<file path="config.mk">
export PLATFORM = sky130hd
export DESIGN_NAME = dcc_core_ctrl
export DESIGN_NICKNAME = d
export VERILOG_FILES = /design/src/dcc_pkg.sv /design/src/dcc_core_ctrl.sv
export SDC_FILE = /design/constraint.sdc
export NUM_CORES = 1
export LEC_CHECK = 0
export BUFFER_PORTS_ARGS = -buffer_cell sky130_fd_sc_hd__buf_2
export CORE_MARGIN = 5
export CORE_UTILIZATION = 30
export CTS_CLUSTER_SIZE = 40
export DETAILED_ROUTE_END_ITERATION = 6
export MAX_ROUTING_LAYER = met4
export PLACE_DENSITY = 0.56
export SETUP_SLACK_MARGIN = 0.1
export SYNTH_ARGS = -nofsm -noshare
export SYNTH_HDL_FRONTEND = slang
export SYNTH_SLANG_ARGS = --single-unit
</file>
<file path="constraint.sdc">
create_clock -name clk_sys -period 10.4 [get_ports clk_sys]
set_input_delay 0 -clock clk_sys [delete_from_list [all_inputs] [get_ports clk_sys]]
set_output_delay 0 -clock clk_sys [all_outputs]
set_load 0.05 [all_outputs]
</file>
<file path="src/dcc_pkg.sv">
// Notes on behaviour
// - Muted flag sets after mute; read clears it
// - Mute bit mutes all 64 slew locations
// - Mute zeroes data, keeps ramp bits
// - Bit 10 picks output latch timing source
// - Bit 9 low holds accumulators, outputs zero
// - All control bits reset to zero
// - Bit 8 forces multiplier input zero
// - Bit 7 zero-fills memory, self-clears
// - Bit 6 zeroes all 16 input channels
// - Bit 5 safeloads target RAM, self-clears
// - Bit 4 safeloads parameter RAM, self-clears
// - Only pairs written since last safeload
// - Safeload address zero is first location
// - Bits 3:2 divide frame clock by 1,2,4,8
// - Sequencer restarts on selected frame edge
// - Bits 1:0 set 1536/768/384/192 steps
// - Modulo field counts 512 words, max 12
// - Low addresses offset and wrap, rest direct
// - Offset counter advances once per selected frame edge
// - Safeload finishes within one frame period
package dcc_pkg;
  localparam logic [11:0] DCC_ADDR_CORE   = 12'ha52;
  localparam logic [11:0] DCC_ADDR_RAMCFG = 12'ha53;
  localparam int          DCC_B_MUTED     = 13;
  localparam int          DCC_B_MUTE      = 12;
  localparam int          DCC_B_OLATCH    = 10;
  localparam int          DCC_B_CLR_N     = 9;
  localparam int          DCC_B_FMULT     = 8;
  localparam int          DCC_B_INIT      = 7;
  localparam int          DCC_B_INMUTE    = 6;
  localparam int          DCC_B_SL_TGT    = 5;
  localparam int          DCC_B_SL_PAR    = 4;
  localparam int          DCC_SYNC_LSB    = 2;
  localparam int          DCC_LEN_LSB     = 0;
  localparam logic [15:0] DCC_CTRL_RESET  = 16'h0000;
  localparam logic [15:0] DCC_CTRL_WMASK  = 16'h17ff;
  localparam logic [7:0]  DCC_RAM_RESET   = 8'h00;
  localparam logic [7:0]  DCC_RAM_WMASK   = 8'h0f;
  localparam logic [10:0] DCC_PROG_MAX    = 11'h600;
  localparam logic [12:0] DCC_DM_WORDS    = 13'h1800;
  localparam int          DCC_MOD_SHIFT   = 9;
  localparam logic [3:0]  DCC_MOD_MAX     = 4'hc;
  localparam int          DCC_PAIRS       = 5;
  localparam int          DCC_SL_AW       = 11;
  localparam logic [2:0]  DCC_LAST_PAIR   = 3'h4;
  typedef enum logic [1:0] {
    DCC_SL_IDLE = 2'b00,
    DCC_SL_TGT  = 2'b01,
    DCC_SL_PAR  = 2'b10
  } dcc_sl_e;
endpackage

</file>
<file path="src/dcc_core_ctrl.sv">
`timescale 1ns/1ns
module dcc_core_ctrl (
  input  wire logic                    clk_sys,
  input  wire logic                    reset_n,
  input  wire logic                    reg_wr,
  input  wire logic                    reg_rd,
  input  wire logic [11:0]             reg_addr,
  input  wire logic [15:0]             reg_wdata,
  output logic      [15:0]             reg_rdata,
  input  wire logic                    lrclk_in,
  input  wire logic                    lrclk_out,
  input  wire logic                    slew_settled,
  input  wire logic [dcc_pkg::DCC_PAIRS-1:0] sl_pair_wr,
  input  wire logic [dcc_pkg::DCC_PAIRS*dcc_pkg::DCC_SL_AW-1:0] sl_pair_addr,
  input  wire logic [12:0]             dm_addr_in,
  output logic      [12:0]             dm_addr_out,
  output logic                         dm_fill_we,
  output logic      [12:0]             dm_fill_addr,
  output logic                         slew_mute,
  output logic                         core_clear_n,
  output logic                         mult_zero,
  output logic                         in_mute,
  output logic                         out_latch,
  output logic      [10:0]             prog_pc,
  output logic                         frame_start,
  output logic                         sl_xfer_valid,
  output logic                         sl_xfer_param,
  output logic      [2:0]              sl_xfer_idx,
  output logic      [dcc_pkg::DCC_SL_AW-1:0] sl_xfer_addr
);
  import dcc_pkg::*;

  logic [15:0]          ctrl_reg,   ctrl_next;
  logic [7:0]           ram_reg,    ram_next;
  logic [15:0]          rdata_next;
  logic                 mdone_reg,  mdone_next;
  logic                 fill_reg,   fill_next;
  logic [12:0]          faddr_reg,  faddr_next;
  dcc_sl_e              sl_reg,     sl_next;
  logic [2:0]           idx_reg,    idx_next;
  logic [DCC_PAIRS-1:0] wrt_reg,    wrt_next;
  logic                 xv_next,    xp_next;
  logic [2:0]           xi_next;
  logic [DCC_SL_AW-1:0] xa_next;
  logic [2:0]           div_reg,    div_next;
  logic [10:0]          pc_reg,     pc_next;
  logic                 run_reg,    run_next;
  logic                 ol_next,    fs_next;
  logic [12:0]          off_reg,    off_next;
  logic [12:0]          phys_next;
  logic [2:0]           li_sync,    lo_sync;
  logic                 wr_core,    rd_core, wr_ram;
  logic                 mdone_now,  lr_edge, lo_edge, sync_edge, eop;
  logic [2:0]           div_mask;
  logic [10:0]          len_last;
  logic [3:0]           mod_eff;
  logic [12:0]          bound;
  logic [13:0]          sum;

  // Pins are asynchronous; only the second and third stages feed logic
  always_ff @(posedge clk_sys or negedge reset_n) begin
    if (!reset_n) begin
      li_sync <= 3'h0;
      lo_sync <= 3'h0;
    end else begin
      li_sync <= {li_sync[1:0], lrclk_in};
      lo_sync <= {lo_sync[1:0], lrclk_out};
    end
  end

  always_comb begin
    wr_core   = reg_wr && (reg_addr == DCC_ADDR_CORE);
    wr_ram    = reg_wr && (reg_addr == DCC_ADDR_RAMCFG);
    rd_core   = reg_rd && (reg_addr == DCC_ADDR_CORE);
    lr_edge   = li_sync[1] && !li_sync[2];
    lo_edge   = lo_sync[1] && !lo_sync[2];
    mdone_now = ctrl_reg[DCC_B_MUTE] && slew_settled;
    ctrl_next = ctrl_reg;
    ram_next  = ram_reg;
    mdone_next = mdone_now;
    fill_next  = fill_reg;
    faddr_next = faddr_reg;
    sl_next    = sl_reg;
    idx_next   = idx_reg;
    wrt_next   = wrt_reg;
    xv_next    = 1'b0;
    xp_next    = 1'b0;
    xi_next    = idx_reg;
    xa_next    = sl_pair_addr[idx_reg*DCC_SL_AW +: DCC_SL_AW];
    div_next   = div_reg;
    pc_next    = pc_reg;
    run_next   = run_reg;
    eop        = 1'b0;

    // Sync reference: every 1st, 2nd, 4th or 8th input frame edge
    case (ctrl_reg[DCC_SYNC_LSB +: 2])
      2'b00:   div_mask = 3'h0;
      2'b01:   div_mask = 3'h1;
      2'b10:   div_mask = 3'h3;
      default: div_mask = 3'h7;
    endcase
    if (lr_edge) begin
      div_next = div_reg + 3'h1;
    end
    sync_edge = lr_edge && ((div_reg & div_mask) == 3'h0);
    len_last  = (DCC_PROG_MAX >> ctrl_reg[DCC_LEN_LSB +: 2]) - 11'h1;

    // Program counter relocks to the frame edge even mid-program
    if (sync_edge) begin
      pc_next  = 11'h0;
      run_next = 1'b1;
    end else if (run_reg) begin
      // A length cut below the running count ends the program at once
      if (pc_reg >= len_last) begin
        run_next = 1'b0;
        eop      = 1'b1;
      end else begin
        pc_next = pc_reg + 11'h1;
      end
    end
    fs_next = sync_edge;
    ol_next = ctrl_reg[DCC_B_OLATCH] ? lo_edge : eop;

    // Modulo partition; codes above full memory are clamped
    mod_eff = (ram_reg[3:0] > DCC_MOD_MAX) ? DCC_MOD_MAX : ram_reg[3:0];
    bound   = 13'(mod_eff) << DCC_MOD_SHIFT;
    off_next = off_reg;
    if (sync_edge) begin
      if ({1'b0, off_reg} + 14'h1 >= {1'b0, bound}) begin
        off_next = 13'h0;
      end else begin
        off_next = off_reg + 13'h1;
      end
    end
    sum = {1'b0, dm_addr_in} + {1'b0, off_reg};
    if (dm_addr_in < bound) begin
      phys_next = (sum >= {1'b0, bound}) ? 13'(sum - {1'b0, bound}) : sum[12:0];
    end else begin
      phys_next = dm_addr_in;
    end

    // Zero-fill walks the whole data memory once
    if (fill_reg) begin
      if (faddr_reg == DCC_DM_WORDS - 13'h1) begin
        fill_next = 1'b0;
        ctrl_next[DCC_B_INIT] = 1'b0;
      end else begin
        faddr_next = faddr_reg + 13'h1;
      end
    end else if (ctrl_reg[DCC_B_INIT]) begin
      fill_next  = 1'b1;
      faddr_next = 13'h0;
    end

    // Safeload scan: one pair per cycle, so five cycles fit any frame
    case (sl_reg)
      DCC_SL_IDLE: begin
        idx_next = 3'h0;
        if (ctrl_reg[DCC_B_SL_TGT]) begin
          sl_next = DCC_SL_TGT;
        end else if (ctrl_reg[DCC_B_SL_PAR]) begin
          sl_next = DCC_SL_PAR;
        end
      end
      DCC_SL_TGT, DCC_SL_PAR: begin
        xp_next = (sl_reg == DCC_SL_PAR);
        if (wrt_reg[idx_reg]) begin
          xv_next = 1'b1;
          wrt_next[idx_reg] = 1'b0;
        end
        if (idx_reg == DCC_LAST_PAIR) begin
          sl_next = DCC_SL_IDLE;
          if (sl_reg == DCC_SL_TGT) begin
            ctrl_next[DCC_B_SL_TGT] = 1'b0;
          end else begin
            ctrl_next[DCC_B_SL_PAR] = 1'b0;
          end
        end else begin
          idx_next = idx_reg + 3'h1;
        end
      end
      default: sl_next = DCC_SL_IDLE;
    endcase
    // A pair written at or after its own scan slot is kept for the next safeload
    wrt_next = wrt_next | sl_pair_wr;

    // Register access; a software write wins over the self-clears above
    if (rd_core) begin
      ctrl_next[DCC_B_MUTED] = 1'b0;
    end
    if (wr_core) begin
      ctrl_next = (reg_wdata & DCC_CTRL_WMASK) | (ctrl_next & ~DCC_CTRL_WMASK);
    end
    if (wr_ram) begin
      ram_next = reg_wdata[7:0] & DCC_RAM_WMASK;
    end
    // Completion set wins over a read-clear in the same cycle
    if (mdone_now && !mdone_reg) begin
      ctrl_next[DCC_B_MUTED] = 1'b1;
    end

    rdata_next = 16'h0000;
    if (rd_core) begin
      rdata_next = ctrl_reg;
    end else if (reg_rd && (reg_addr == DCC_ADDR_RAMCFG)) begin
      rdata_next = {8'h00, ram_reg};
    end
  end

  always_ff @(posedge clk_sys or negedge reset_n) begin
    if (!reset_n) begin
      ctrl_reg      <= DCC_CTRL_RESET;
      ram_reg       <= DCC_RAM_RESET;
      reg_rdata     <= 16'h0000;
      mdone_reg     <= 1'b0;
      fill_reg      <= 1'b0;
      faddr_reg     <= 13'h0;
      sl_reg        <= DCC_SL_IDLE;
      idx_reg       <= 3'h0;
      wrt_reg       <= '0;
      sl_xfer_valid <= 1'b0;
      sl_xfer_param <= 1'b0;
      sl_xfer_idx   <= 3'h0;
      sl_xfer_addr  <= '0;
      div_reg       <= 3'h0;
      pc_reg        <= 11'h0;
      run_reg       <= 1'b0;
      out_latch     <= 1'b0;
      frame_start   <= 1'b0;
      off_reg       <= 13'h0;
      dm_addr_out   <= 13'h0;
    end else begin
      ctrl_reg      <= ctrl_next;
      ram_reg       <= ram_next;
      reg_rdata     <= rdata_next;
      mdone_reg     <= mdone_next;
      fill_reg      <= fill_next;
      faddr_reg     <= faddr_next;
      sl_reg        <= sl_next;
      idx_reg       <= idx_next;
      wrt_reg       <= wrt_next;
      sl_xfer_valid <= xv_next;
      sl_xfer_param <= xp_next;
      sl_xfer_idx   <= xi_next;
      sl_xfer_addr  <= xa_next;
      div_reg       <= div_next;
      pc_reg        <= pc_next;
      run_reg       <= run_next;
      out_latch     <= ol_next;
      frame_start   <= fs_next;
      off_reg       <= off_next;
      dm_addr_out   <= phys_next;
    end
  end

  // Slew engine zeroes data only; stored ramp bits still shape the fade
  assign slew_mute    = ctrl_reg[DCC_B_MUTE];
  assign core_clear_n = ctrl_reg[DCC_B_CLR_N];
  assign mult_zero    = ctrl_reg[DCC_B_FMULT];
  assign in_mute      = ctrl_reg[DCC_B_INMUTE];
  assign dm_fill_we   = fill_reg;
  assign dm_fill_addr = faddr_reg;
  assign prog_pc      = pc_reg;

  a_muted_sets: assert property (@(posedge clk_sys) disable iff (!reset_n)
    (mdone_now && !mdone_reg) |=> ctrl_reg[DCC_B_MUTED])
    else $error("muted flag not set after mute completed");
  a_muted_rdclr: assert property (@(posedge clk_sys) disable iff (!reset_n)
    (rd_core && !(mdone_now && !mdone_reg)) |=> !ctrl_reg[DCC_B_MUTED])
    else $error("muted flag survived a read");
  a_mute_follow: assert property (@(posedge clk_sys) disable iff (!reset_n)
    (wr_core && reg_wdata[DCC_B_MUTE]) |=> slew_mute)
    else $error("slew mute did not follow write");
  a_latch_source: assert property (@(posedge clk_sys) disable iff (!reset_n)
    out_latch |-> ($past(ctrl_reg[DCC_B_OLATCH]) ? $past(lo_edge) : $past(eop)))
    else $error("output latch from wrong source");
  a_fill_selfclr: assert property (@(posedge clk_sys) disable iff (!reset_n)
    (fill_reg && faddr_reg == DCC_DM_WORDS - 13'h1 && !wr_core)
    |=> !ctrl_reg[DCC_B_INIT] && !fill_reg)
    else $error("zero-fill did not finish at last word");
  a_sl_written: assert property (@(posedge clk_sys) disable iff (!reset_n)
    sl_xfer_valid |-> ((($past(wrt_reg) >> sl_xfer_idx) & DCC_PAIRS'(1)) != '0))
    else $error("unwritten safeload pair transferred");
  a_sl_bounded: assert property (@(posedge clk_sys) disable iff (!reset_n)
    (sl_reg == DCC_SL_IDLE && ctrl_reg[DCC_B_SL_TGT] && !reg_wr)
    ##1 !reg_wr [*6] |-> !ctrl_reg[DCC_B_SL_TGT])
    else $error("target safeload did not complete");
  a_sl_param_done: assert property (@(posedge clk_sys) disable iff (!reset_n)
    (sl_reg == DCC_SL_PAR && idx_reg == DCC_LAST_PAIR && !wr_core) |=> !ctrl_reg[DCC_B_SL_PAR])
    else $error("parameter safeload bit not cleared");
  a_pc_relock: assert property (@(posedge clk_sys) disable iff (!reset_n)
    sync_edge |=> (pc_reg == 11'h0) && run_reg)
    else $error("sequencer did not relock to frame edge");
  a_pc_length: assert property (@(posedge clk_sys) disable iff (!reset_n)
    (run_reg && !$changed(ctrl_reg[DCC_LEN_LSB +: 2]))
    |-> pc_reg <= ((DCC_PROG_MAX >> ctrl_reg[DCC_LEN_LSB +: 2]) - 11'h1))
    else $error("program counter past program length");
  a_mod_wrap: assert property (@(posedge clk_sys) disable iff (!reset_n)
    (dm_addr_in < bound && $stable(bound) && off_reg < bound) |=> dm_addr_out < $past(bound))
    else $error("modulo address escaped partition");
  a_reserved_zero: assert property (@(posedge clk_sys) disable iff (!reset_n)
    reg_rdata[15:14] == 2'b00 && !reg_rdata[11])
    else $error("reserved bits read nonzero");
endmodule

</file>
==> results.txt <==
outcome = completed
WL final = 18.88 mm
port bufs = 179
Fmax = 227.6 MHz
cell taking the most area after synthesis = dfrtp_1
I/O pin cnt = 184
post-CTS setup buffers = 0
filler instances = 2208
routability cong. = 0.8380
layout cells sized above 1 = 0.2668
Crit-path slowest cell = dfrtp_1
Post-Route Hold Slack = 0.0007548 ns
Leak = 4.364 nW
DR DRC count = 0
Fin. Hold Viols = 0
Die ar. = 25850 µm²
Synth Cell Area = 6822 µm²
CTS Hold Buffers Added = 52
Clk pin slew, worst setup/hold paths = 0.06 ns
Detailed Place HPWL = 13.77 mm
area grow syn2layout = 33.16%
Syn Area/Cell = 9.829 µm²
die width = 160.8 µm
Hold Path Cell Cnt = 3
mux contribution to synthesized area = 0.06878
largest register by flop count = reg_rdata
drt via density = 4.875
largest net degree at the start of global routing = 76
leading cell type in the layout, fill and taps excluded = buf_2
htree depth = 4
Core ar. = 22500 µm²
complex-gate fraction of the synthesized area = 0.1445
first-pass GRT wire length = 30.89 mm
Largest register FFs = 14
CTS Root Buffer Type = clkbuf_16
asr flop ratio synth = 1.000
Tightest Pin Transition = 0.9624 ns
number of diodes = 0
WP data arrival = 4.68 ns
initial core utilization = 0.3031
final instance area = 9084 µm²
via count of the first global-routing pass = 5925
Post-Synthesis Net Count = 842
most frequent cells in the layout = 178 x buf_2, 121 x dfrtp_1, 69 x nand2_1, 52 x o21ai_0, 52 x dlygate4sd3_1
Crit. End Element = register
peak supply drop = 124.1 µV
top cell type's share of synthesized area = 0.4439
Setup-failing EPs final = 0
Pre-antenna DRT Iters = 4
CP Cell Sequence = ha_1 -> inv_1 -> fa_1 -> nand2b_1 -> a21o_1 -> nand4_1 -> nor3b_1 -> inv_1 -> ha_1 -> nand4_1 -> nor4b_1 -> o21ai_0 -> nor4_4 -> nor4_1 -> or3_1
Yosys cell types = 67
Detail Route Antenna Nets = 0
EDFF count, synth = 0
worst hold-check path type = primary input to register
Max-slew headroom = 0.3584
Main synth FF type = dfrtp_1
TNS Setup = 0 ns
Remaining Overflow, GRT = 0
FF+latch count, synth = 121
row count = 55
Max FO, Critical Path = 9
post-cts sizing count = 0
Post-Route Skew = 0.008874 ns
Die Ht = 160.8 µm
total of max-cap violations = 0
Synth area leaders = dfrtp_1 44%, ha_1 7.0%, o21ai_0 3.9%, nand2_1 3.8%, nor2_1 2.8%
sequential fraction of the synthesis area = 0.4439
Global Route Usage Sum = 0.1505
Adder-Cell Fraction of Synth Area = 0.07557
CTS tree = yes
drt initial violations = 245
Tot Pwr = 2.006 mW
Simple-Gate Fraction of Synth Area = 0.1953
min Tclk post-route = 4.393 ns
max-slew violation count = 0
wire per inst = 15.45 µm
Clock Path Buffers = 2
slowest cell delay on critical path = 0.50 ns
WP data required = 10.69 ns
kind of critical path = register to register
largest family of logic cells by synthesized area = simple AND/OR/NAND/NOR gates
CTS buffer count = 17
critical path startpoint category = register
latest clock arrival within the worst-skew pair = 0.41 ns
depth of the worst register-to-register path = 15
Num Clock Sinks = 121
Tcrit/Tclk final = 0.4224
xor/xnor share of the synthesized area = 0.03595
RSZ-0062 raised after global routing = no
placed cell area = 7985 µm²
Synth warnings = 0
Post-layout nets = 1072
antenna violations before repair = 0
Synth Instances = 694
Via Count = 5957
pwr dens = 220.9 nW/µm²
## stage by stage
stage / setup WS (ns) / util / std cells
floorplan: 6.637 / - / 694
global placement: 6.075 / 0.3549 / 1138
detailed placement: 6.059 / 0.3549 / 1138
CTS: 6.008 / 0.4037 / 1222
global route: 5.641 / 0.4037 / 1222
finish: 6.007 / 0.4037 / 1222
## area by class of cell
cell class                      instances  area, µm²  share of cell area
Clock inverter                         13      145.1             0.01598
Multi-Input combinational cell        518       3552              0.3910
Sequential cell                       121       3028              0.3333
Clock buffer                           19      432.9             0.04766
Tap cell                              285      356.6             0.03926
Timing Repair Buffer                  235       1453              0.1599
Inverter                               31      116.4             0.01281
## worst max-delay path: cells and delay by family (launching register included)
family                   cells  cell delay [ns]
AO/OA/AOI/OAI                2             0.51
buffers and inverters        2             0.15
adder cells (fa/ha/maj)      3             0.93
flip-flops                   1             0.50
AND/OR/NAND/NOR              8             2.17
## metal layers
layer  wire, µm  vias to the layer above  share of wire  track usage
li1           -                     2969              -            -
met2       8588                      122           0.45       0.2258
met4        429                        0          0.023      0.05428
met5          0                        -              0            -
met3        648                       28          0.034      0.03054
met1       9215                     2838           0.49       0.2026
## Yosys cell counts (13+ instances only)
library cell / number
a21o_1: 13
a21oi_1: 28
clkbuf_1: 15
dfrtp_1: 121
ha_1: 38
inv_1: 31
mux2_2: 17
nand2_1: 69
nand3_1: 34
nor2_1: 51
nor3_1: 17
o21ai_0: 53
xnor2_1: 16
## worst paths after layout
check,from,end,slack (ns)
hold / removal,reg_rd,reg_rdata[13],0.0008
setup / recovery,off_reg[0],dm_addr_out[11],6.01
setup reg to reg,off_reg[0],dm_addr_out[11],6.01
max in group asynchronous,reset_n,dm_fill_addr[6],8.99
min in group asynchronous,reset_n,dm_addr_out[5],0.09
hold reg to reg,lo_sync[0],lo_sync[1],0.35
## where the power goes
part	switching [mW]	internal (mW)	leakage [nW]	total, mW
Clock	0.225	0.355	0.274	0.579
Sequential	0.100	0.568	1.51	0.668
Combinational	0.498	0.261	2.58	0.759
## logic make-up after synthesis
kind of cell | count (synthesis)
fa+ha+maj | 40
mux | 36
compound gates | 155
buf+inv | 55
flops | 121
simple gates | 258
other cells | 1
xor+xnor | 28
Power figures use the tool's default switching activity.
